[src/rtl/dcs_pkg.sv]
`default_nettype none
package dcs_pkg;
	// command codes: {cs_n, ras_n, cas_n, we_n}
	localparam logic [3:0] CMD_NOP = 4'h7;
	localparam logic [3:0] CMD_READ = 4'h5;
	localparam logic [3:0] CMD_WRITE = 4'h4;
	localparam logic [3:0] CMD_ACTIVATE = 4'h3;
	localparam logic [3:0] CMD_PRECHARGE = 4'h2;
	localparam logic [3:0] CMD_REFRESH = 4'h1;
	localparam logic [3:0] CMD_MODE_SET = 4'h0;

	typedef enum logic [3:0] {
		DCS_DESELECT = 4'h0,
		DCS_NOP = 4'h1,
		DCS_READ = 4'h2,
		DCS_WRITE = 4'h3,
		DCS_ACTIVATE = 4'h4,
		DCS_PRECHARGE = 4'h5,
		DCS_REFRESH = 4'h6,
		DCS_MODE_SET = 4'h7
	} dcs_cmd_t;

	typedef enum logic [6:0] {
		ST_IDLE = 7'h01,
		ST_ACTIVE = 7'h02,
		ST_READ = 7'h04,
		ST_WRITE = 7'h08,
		ST_PRECHARGE_PD = 7'h10,
		ST_ACTIVE_PD = 7'h20,
		ST_SELF_REFRESH = 7'h40
	} dcs_state_t;

	// clock period and self refresh exit periods
	localparam int CLOCK_PERIOD_NS = 10;
	localparam int SELF_REFRESH_EXIT_NONREAD_DELAY_NS = 200;
	localparam int SELF_REFRESH_EXIT_NONREAD_CYCLES =
		(SELF_REFRESH_EXIT_NONREAD_DELAY_NS + CLOCK_PERIOD_NS - 1) / CLOCK_PERIOD_NS;
	localparam int SELF_REFRESH_EXIT_READ_DELAY_CLOCKS = 200;
	localparam int CLOCK_GATE_MIN_HOLD_CLOCKS = 3;
	localparam int BURST_BEATS = 4;
	localparam int WAIT_WIDTH = 8;
	localparam int BURST_WIDTH = 3;
	localparam int BEAT_WIDTH = 8;
endpackage
`default_nettype wire

[src/rtl/dcs_decode.sv]
`default_nettype none
module dcs_decode (
	// command lines, sampled levels
	input wire logic chip_select_n,
	input wire logic ras_n,
	input wire logic cas_n,
	input wire logic we_n,
	// decoded command
	output var dcs_pkg::dcs_cmd_t command
);
	function automatic dcs_pkg::dcs_cmd_t decode(input logic [3:0] lines);
		dcs_pkg::dcs_cmd_t c;
		c = dcs_pkg::DCS_DESELECT;
		if (!lines[3]) begin
			case (lines)
				dcs_pkg::CMD_NOP: c = dcs_pkg::DCS_NOP;
				dcs_pkg::CMD_READ: c = dcs_pkg::DCS_READ;
				dcs_pkg::CMD_WRITE: c = dcs_pkg::DCS_WRITE;
				dcs_pkg::CMD_ACTIVATE: c = dcs_pkg::DCS_ACTIVATE;
				dcs_pkg::CMD_PRECHARGE: c = dcs_pkg::DCS_PRECHARGE;
				dcs_pkg::CMD_REFRESH: c = dcs_pkg::DCS_REFRESH;
				dcs_pkg::CMD_MODE_SET: c = dcs_pkg::DCS_MODE_SET;
				default: c = dcs_pkg::DCS_DESELECT;
			endcase
		end
		return c;
	endfunction

	// chip select high overrides the strobes
	assign command = decode({chip_select_n, ras_n, cas_n, we_n});
endmodule
`default_nettype wire

[src/rtl/dcs_beat_mask.sv]
`default_nettype none
module dcs_beat_mask (
	input wire logic clock,
	input wire logic resetn,
	input wire logic enable,
	// write beat from the controller
	input wire logic beat_valid,
	input wire logic write_beat_mask,
	input wire logic [7:0] beat_data,
	// stored result
	output logic write_strobe,
	output logic [7:0] write_data
);
	logic next_write_strobe;
	logic [7:0] next_write_data;

	always_comb begin
		next_write_strobe = beat_valid & ~write_beat_mask;
		next_write_data = next_write_strobe ? beat_data : write_data;
	end

	always_ff @(posedge clock) begin
		if (!resetn) begin
			write_strobe <= 1'b0;
			write_data <= 8'h00;
		end else if (enable) begin
			write_strobe <= next_write_strobe;
			write_data <= next_write_data;
		end
	end
endmodule
`default_nettype wire

[src/rtl/dcs_top.sv]
`default_nettype none
module dcs_top #(
	parameter int NONREAD_EXIT_CYCLES = dcs_pkg::SELF_REFRESH_EXIT_NONREAD_CYCLES,
	parameter int READ_EXIT_CYCLES = dcs_pkg::SELF_REFRESH_EXIT_READ_DELAY_CLOCKS
) (
	// clock, reset, freeze
	input wire logic CLOCK,
	input wire logic RESETN,
	input wire logic ENABLE,
	// memory command pins
	input wire logic CLOCK_GATE,
	input wire logic CHIP_SELECT_N,
	input wire logic RAS_N,
	input wire logic CAS_N,
	input wire logic WE_N,
	input wire logic TERMINATION_ENABLE,
	// write data
	input wire logic BEAT_VALID,
	input wire logic WRITE_BEAT_MASK,
	input wire logic [7:0] BEAT_DATA,
	// state and events
	output logic [6:0] STATE,
	output logic ROW_ACTIVATE,
	output logic REFRESH_START,
	output logic MODE_ACCESS,
	output logic BURST_START,
	output logic BURST_DONE,
	output logic TERMINATION_ACTIVE,
	output logic ILLEGAL_COMMAND,
	output logic EXIT_VIOLATION,
	output logic GATE_HOLD_VIOLATION,
	output logic WRITE_STROBE,
	output logic [7:0] WRITE_DATA
);
	dcs_pkg::dcs_cmd_t command;
	dcs_pkg::dcs_state_t state, next_state;
	logic gate_prev, next_gate_prev;
	logic [dcs_pkg::BURST_WIDTH-1:0] burst_left, next_burst_left;
	logic [dcs_pkg::WAIT_WIDTH-1:0] nonread_wait, next_nonread_wait;
	logic [dcs_pkg::WAIT_WIDTH-1:0] read_wait, next_read_wait;
	logic [1:0] hold_count, next_hold_count;
	logic next_row_activate;
	logic next_refresh_start;
	logic next_mode_access;
	logic next_burst_start;
	logic next_burst_done;
	logic next_termination_active;
	logic next_illegal;
	logic next_exit_violation;
	logic next_hold_violation;
	logic gate_rise;
	logic gate_fall;
	logic gate_low;
	logic gate_high;
	logic is_idle_cmd;

	// floors at zero, so a spent counter never wraps
	function automatic logic [dcs_pkg::WAIT_WIDTH-1:0] count_down(
		input logic [dcs_pkg::WAIT_WIDTH-1:0] value
	);
		if (value == '0) begin
			return value;
		end
		return value - 1'b1;
	endfunction

	// a same-direction command restarts the running burst
	function automatic logic same_direction(
		input dcs_pkg::dcs_state_t current,
		input dcs_pkg::dcs_cmd_t cmd
	);
		return (current == dcs_pkg::ST_READ && cmd == dcs_pkg::DCS_READ) ||
			(current == dcs_pkg::ST_WRITE && cmd == dcs_pkg::DCS_WRITE);
	endfunction

	dcs_decode u_decode (
		.chip_select_n(CHIP_SELECT_N),
		.ras_n(RAS_N),
		.cas_n(CAS_N),
		.we_n(WE_N),
		.command(command)
	);

	dcs_beat_mask u_mask (
		.clock(CLOCK),
		.resetn(RESETN),
		.enable(ENABLE),
		.beat_valid(BEAT_VALID),
		.write_beat_mask(WRITE_BEAT_MASK),
		.beat_data(BEAT_DATA),
		.write_strobe(WRITE_STROBE),
		.write_data(WRITE_DATA)
	);

	always_comb begin
		// transition type from the two samples
		gate_rise = !gate_prev && CLOCK_GATE;
		gate_fall = gate_prev && !CLOCK_GATE;
		gate_low = !gate_prev && !CLOCK_GATE;
		gate_high = gate_prev && CLOCK_GATE;
		is_idle_cmd = (command == dcs_pkg::DCS_DESELECT) || (command == dcs_pkg::DCS_NOP);
	end

	always_comb begin
		next_state = state;
		next_gate_prev = CLOCK_GATE;
		next_burst_left = burst_left;
		next_nonread_wait = nonread_wait;
		next_read_wait = read_wait;
		next_row_activate = 1'b0;
		next_refresh_start = 1'b0;
		next_mode_access = 1'b0;
		next_burst_start = 1'b0;
		next_burst_done = 1'b0;
		next_illegal = 1'b0;
		next_exit_violation = 1'b0;
		next_hold_violation = 1'b0;
		next_hold_count = hold_count;
		// gate must be registered on three edges after a change
		if (gate_rise || gate_fall) begin
			if (hold_count != 2'(dcs_pkg::CLOCK_GATE_MIN_HOLD_CLOCKS)) begin
				next_hold_violation = 1'b1;
			end
			// the change edge is the first of the three
			next_hold_count = 2'h1;
		end else if (hold_count != 2'(dcs_pkg::CLOCK_GATE_MIN_HOLD_CLOCKS)) begin
			next_hold_count = hold_count + 2'h1;
		end
		// exit wait counters run down in any state, awake or powered down
		if (nonread_wait != '0) begin
			next_nonread_wait = count_down(nonread_wait);
			if (gate_high && !is_idle_cmd) begin
				next_exit_violation = 1'b1;
			end
		end
		if (read_wait != '0) begin
			next_read_wait = count_down(read_wait);
			if (gate_high && command == dcs_pkg::DCS_READ) begin
				next_exit_violation = 1'b1;
			end
		end
		// burst counter runs out unless interrupted
		if (burst_left != '0) begin
			next_burst_left = burst_left - 1'b1;
		end
		// action from state before the edge and command of this edge
		case (state)
			dcs_pkg::ST_PRECHARGE_PD, dcs_pkg::ST_ACTIVE_PD: begin
				// commands ignored while gate stays low
				if (gate_low) begin
					// no refresh is started while powered down
					next_refresh_start = 1'b0;
					next_state = state;
				end else if (gate_rise) begin
					if (is_idle_cmd) begin
						next_state = (state == dcs_pkg::ST_ACTIVE_PD) ?
							dcs_pkg::ST_ACTIVE : dcs_pkg::ST_IDLE;
					end else begin
						next_illegal = 1'b1;
					end
				end
			end
			dcs_pkg::ST_SELF_REFRESH: begin
				if (gate_rise) begin
					if (is_idle_cmd) begin
						next_state = dcs_pkg::ST_IDLE;
						next_nonread_wait = dcs_pkg::WAIT_WIDTH'(NONREAD_EXIT_CYCLES);
						next_read_wait = dcs_pkg::WAIT_WIDTH'(READ_EXIT_CYCLES);
					end else begin
						next_illegal = 1'b1;
					end
				end
			end
			dcs_pkg::ST_IDLE: begin
				if (gate_fall) begin
					if (is_idle_cmd) begin
						next_state = dcs_pkg::ST_PRECHARGE_PD;
					end else if (command == dcs_pkg::DCS_REFRESH) begin
						next_state = dcs_pkg::ST_SELF_REFRESH;
					end else begin
						next_illegal = 1'b1;
					end
				end else if (gate_high) begin
					// idle actions
					case (command)
						dcs_pkg::DCS_ACTIVATE: begin
							next_row_activate = 1'b1;
							next_state = dcs_pkg::ST_ACTIVE;
						end
						dcs_pkg::DCS_REFRESH: next_refresh_start = 1'b1;
						dcs_pkg::DCS_MODE_SET: next_mode_access = 1'b1;
						dcs_pkg::DCS_READ, dcs_pkg::DCS_WRITE: next_illegal = 1'b1;
						default: next_state = dcs_pkg::ST_IDLE;
					endcase
				end
			end
			dcs_pkg::ST_ACTIVE: begin
				if (gate_fall) begin
					if (is_idle_cmd) begin
						next_state = dcs_pkg::ST_ACTIVE_PD;
					end else begin
						next_illegal = 1'b1;
					end
				end else if (gate_high) begin
					// banks-active actions
					case (command)
						dcs_pkg::DCS_READ, dcs_pkg::DCS_WRITE: begin
							next_burst_start = 1'b1;
							next_burst_left = dcs_pkg::BURST_WIDTH'(dcs_pkg::BURST_BEATS);
							next_state = (command == dcs_pkg::DCS_READ) ?
								dcs_pkg::ST_READ : dcs_pkg::ST_WRITE;
						end
						dcs_pkg::DCS_PRECHARGE: next_state = dcs_pkg::ST_IDLE;
						// other banks not modelled: same-bank activate flagged
						dcs_pkg::DCS_ACTIVATE, dcs_pkg::DCS_REFRESH,
						dcs_pkg::DCS_MODE_SET: next_illegal = 1'b1;
						default: next_state = dcs_pkg::ST_ACTIVE;
					endcase
				end
			end
			dcs_pkg::ST_READ, dcs_pkg::ST_WRITE: begin
				if (!gate_high) begin
					next_illegal = 1'b1;
				end else if (is_idle_cmd) begin
					if (burst_left == dcs_pkg::BURST_WIDTH'(1)) begin
						next_burst_done = 1'b1;
						next_state = dcs_pkg::ST_ACTIVE;
					end
				end else if (same_direction(state, command)) begin
					next_burst_start = 1'b1;
					next_burst_left = dcs_pkg::BURST_WIDTH'(dcs_pkg::BURST_BEATS);
				end else begin
					next_illegal = 1'b1;
				end
			end
			default: next_state = dcs_pkg::ST_IDLE;
		endcase
		// termination off in self refresh; never steers state
		next_termination_active = TERMINATION_ENABLE &&
			(next_state != dcs_pkg::ST_SELF_REFRESH);
	end

	always_ff @(posedge CLOCK) begin
		if (!RESETN) begin
			state <= dcs_pkg::ST_IDLE;
			gate_prev <= 1'b0;
			burst_left <= '0;
			nonread_wait <= '0;
			read_wait <= '0;
			hold_count <= 2'(dcs_pkg::CLOCK_GATE_MIN_HOLD_CLOCKS);
			ROW_ACTIVATE <= 1'b0;
			REFRESH_START <= 1'b0;
			MODE_ACCESS <= 1'b0;
			BURST_START <= 1'b0;
			BURST_DONE <= 1'b0;
			TERMINATION_ACTIVE <= 1'b0;
			ILLEGAL_COMMAND <= 1'b0;
			EXIT_VIOLATION <= 1'b0;
			GATE_HOLD_VIOLATION <= 1'b0;
			STATE <= dcs_pkg::ST_IDLE;
		end else if (ENABLE) begin
			state <= next_state;
			gate_prev <= next_gate_prev;
			burst_left <= next_burst_left;
			nonread_wait <= next_nonread_wait;
			read_wait <= next_read_wait;
			hold_count <= next_hold_count;
			ROW_ACTIVATE <= next_row_activate;
			REFRESH_START <= next_refresh_start;
			MODE_ACCESS <= next_mode_access;
			BURST_START <= next_burst_start;
			BURST_DONE <= next_burst_done;
			TERMINATION_ACTIVE <= next_termination_active;
			ILLEGAL_COMMAND <= next_illegal;
			EXIT_VIOLATION <= next_exit_violation;
			GATE_HOLD_VIOLATION <= next_hold_violation;
			STATE <= next_state;
		end
	end
endmodule
`default_nettype wire

[config.mk]
export PLATFORM = sky130hd
export DESIGN_NAME = dcs_top
export DESIGN_NICKNAME = d
export VERILOG_FILES = /design/src/rtl/dcs_pkg.sv /design/src/rtl/dcs_decode.sv /design/src/rtl/dcs_beat_mask.sv /design/src/rtl/dcs_top.sv
export SDC_FILE = /design/constraint.sdc
export NUM_CORES = 1
export LEC_CHECK = 0
export ABC_AREA = 1
export BUFFER_PORTS_ARGS = -buffer_cell sky130_fd_sc_hd__buf_2
export CORE_ASPECT_RATIO = 0.6
export CORE_MARGIN = 3
export CORE_UTILIZATION = 53
export CTS_BUF_LIST = sky130_fd_sc_hd__clkbuf_4 sky130_fd_sc_hd__clkbuf_8
export DETAILED_ROUTE_END_ITERATION = 8
export PLACE_DENSITY = 0.78
export SYNTH_ARGS = -nofsm -noshare
export SYNTH_HDL_FRONTEND = slang
export SYNTH_SLANG_ARGS = --single-unit
export TNS_END_PERCENT = 20
[constraint.sdc]
create_clock -name CLOCK -period 1.4 [get_ports CLOCK]
set_input_delay 0.07 -clock CLOCK [delete_from_list [all_inputs] [get_ports CLOCK]]
set_output_delay 0.07 -clock CLOCK [all_outputs]
set_load 0.05 [all_outputs]
==> results.md <==
* Register area share after synthesis at 31.8%
* Multiplexer share of the synthesized area at 0%
* H-tree depth at 2
* Final Net Count at 583
* Synth top area cells: dfxtp_1, nand2_1, nor2_1
* Hold Crit Depth at 3
* CP Data Required Time at 1.63 ns
* Core Area at 0.00523 mm2
* Crit-path cells: ha_4, inv_1, a21oi_2, nand2_1, nand2_1, nand2_1, o21ai_1, nand2_1, a21oi_2
* Clk root buf: clkbuf_8
* Synth Area in Compound Gates at 13.1%
* Total global routing overflow at 0
* Gp weighted congestion at 1.02
* Commonest non-fill, non-tap cell in the layout: nand2_1
* Setup Skew at 0.0108 ns
* Worst Max-Slew Pin Slew at 0.291 ns
* Slew headroom at 80.6%
* HP Class: input pin to register
* Boundary Pins at 44
* Max Freq at 675 MHz
* Setup TNS at -0.528 ns
* Vias per cell at 5.49
* CP Max Fanout at 7
* WP data arrival at 1.71 ns
* Post-Synth Adder-Cell Area at 5.08%
* Die height at 63.9 um
* Post-synth top area cell: dfxtp_1
* PD cells at 1310 mW/mm2
* Most used cell along the critical path: nand2_1
* Core Rows at 20
* Hold worst-path end: u_mask.write_data[3]$_SDFFE_PN0P_
* TritonCTS clock tree: yes
* Reg area at 976 um2
* R2r setup slk at -0.08 ns
* Pins over their slew limit at 0
* Commonest cells after routing, fill and taps aside: nand2_1, buf_4, nor2_1
* Vias in the first global route at 3134
* Clock-pin slew on the worst setup and hold paths at 0.09 ns
* Initial Utilization at 56.5%
* Setup WS post-layout at -0.0805 ns
* Final WL at 9460 um
* Initial antenna violation count at 0
* Layout fillers at 359
* YS warnings at 0
* Total leakage power at 2.01 nW
* Reg-to-Reg Start: gate_prev$_SDFFE_PN0P_
* Post-Syn Nets at 478
* Critical path class: register to register
* Drt first pass iters at 6
* CTS sink cnt at 47
* Die width at 102 um
* Slowest CP cell: dfxtp_4
* R2R depth at 9
* Failing checks: negative setup slack
* DRC at 0
* Share of cells above drive strength 1 at 38.9%
* Largest family of logic cells by synthesized area: simple AND/OR/NAND/NOR gates
* Clk Latency, worst-skew pair at 0.30 ns
* Synth Area in XOR/XNOR at 2.96%
* CTS Buffer Depth at 2
* CP max stage delay at 0.39 ns
* Num CTS Buffers at 5
* Share of the synthesized area in the top cell type at 31.8%
* Via count at 3401
* Drt wl/cell at 15.3 um
* Port Buf Inserts at 43
* Synth Instances at 447
* First-pass GRT wire length at 14700 um
* Syn avg cell area at 6.61 um2
* DIE AREA at 0.00654 mm2
* ANT nets after route at 0
* Period utilization at 106%
* Hold Path Origin: BEAT_DATA[3]
* Number of diodes at 0
* Synth Register Bits at 47
* Area grow syn2layout at 40.3%
* VDD IR max at 0.000841 V
* Worst r2r dst: state[3]$_SDFFE_PN0P_
* Endpoints failing setup at 13
* Status: finished, violations left
* Final min period at 1.48 ns
* Cell Area, Synth at 0.00296 mm2
* Worst Setup End Kind: register
* Dpl cells at 599
* GRT Util Overall at 28.3%
* Post-Synth Simple-Gate Area at 37.8%
* CP Launch Type: register
* Final Hold Viols at 0
* DRT iter0 DRCs at 234
* Post-DP HPWL at 6590 um
* Max cap viols at 0
* Area taken by multi-input logic gates at 0.00202 mm2
* Post-synth cell types at 38
* Cell Count, Final, Fillers Out at 619
* Pin count of the biggest net entering global routing at 22
* RSZ-0062 raised after global routing: yes
==> flip-flops by register name, indices dropped and copies added (netlist names), 2 cells and up <==
signal             count
nonread_wait           8
read_wait              8
u_mask.write_data      8
state                  7
burst_left             3
hold_count             2
==> layout make-up <==
cell class / instances / share of cell area (%)
multi-input combinational: 338 / 48.7
timing repair buffer: 109 / 18.0
clock buffer: 5 / 1.66
sequential: 47 / 23.5
clock inverter: 3 / 1.09
inverter: 51 / 5.04
tap: 66 / 1.99
==> stage by stage <==
step	hold slack [ns]	setup WS (ns)	utilization, %	power (mW)	cell area (um2)
6_report	0.0209	-0.0805	79.3	5.44	4150
5_1_grt	0.0601	-0.154	79.3	5.83	4150
4_1_cts	0.0287	-0.0303	75.5	5.11	3950
3_5_place_dp	0.306	-0.197	68.9	3.99	3600
3_3_place_gp	0.292	-0.174	68.9	3.93	3600
2_1_floorplan	0.205	-0.00409	-	3.30	2980
==> critical path: cells and delay by family (launching register included) <==
| family | cells | cell delay [ns] |
|---|---|---|
| compound gates | 3 | 0.40 |
| fa+ha+maj | 1 | 0.19 |
| simple gates | 4 | 0.28 |
| buf+inv | 1 | 0.13 |
| flops | 1 | 0.39 |
==> power by group <==
part	internal (mW)	switching, mW	total [mW]
Clock	0.540	0.494	1.03
Sequential	1.58	0.215	1.80
Combinational	1.10	1.50	2.61
Total	3.23	2.21	5.44
==> metal layers <==
layer | share of wire (%) | vias up | wire, um | global-route usage, %
met5 | 0 | - | 0 | 0
met4 | 1.9 | 0 | 182 | 6.38
met3 | 11 | 26 | 1040 | 9.05
met2 | 43 | 183 | 4040 | 40.6
met1 | 44 | 1535 | 4200 | 40.9
li1 | - | 1657 | - | -
==> timing repair <==
action | CTS | global route
setup buffers | 3 | 3
endpoints found under the setup margin | 33 | 34
gates resized for setup | 46 | 60
hold buffers | 7 | 0
pin swaps | 13 | 23
hold endpoints to repair | 7 | 0
==> cells in the mapped netlist (all sizes together) <==
master / n
nand4: 9
clkinv: 1
clkbuf: 7
o2111ai: 1
o21a: 1
nor2: 70
o21ai: 19
nor3: 6
nor3b: 1
nand3: 33
nand3b: 2
a21oi: 30
a211oi: 3
a31oi: 3
ha: 12
inv: 50
xnor2: 4
dfxtp: 47
xor2: 6
o211ai: 4
o31ai: 4
buf: 4
nand2: 129
o221ai: 1
==> worst max-delay path by stage <==
stage | start | endpoint | slack (ns) | cells after the start
2_1_floorplan | gate_prev$_SDFFE_PN0P_ | state[4]$_SDFFE_PN0P_ | -0.004 | 10
3_3_place_gp | state[2]$_SDFFE_PN0P_ | state[0]$_SDFFE_PN1P_ | -0.17 | 12
3_5_place_dp | gate_prev$_SDFFE_PN0P_ | state[3]$_SDFFE_PN0P_ | -0.20 | 9
4_1_cts | gate_prev$_SDFFE_PN0P_ | state[3]$_SDFFE_PN0P_ | -0.03 | 9
5_1_grt | gate_prev$_SDFFE_PN0P_ | state[4]$_SDFFE_PN0P_ | -0.15 | 10
6_report | gate_prev$_SDFFE_PN0P_ | state[3]$_SDFFE_PN0P_ | -0.08 | 9
==> logic make-up (layout without fill, tap and decap cells) <==
family | after synthesis | count (layout)
AO/OA/AOI/OAI | 66 | 66
XOR/XNOR | 10 | 10
adder cells (fa/ha/maj) | 12 | 12
buffers and inverters | 62 | 168
flip-flops | 47 | 47
AND/OR/NAND/NOR | 250 | 250
Note: power is estimated with default switching activity, not from simulation.
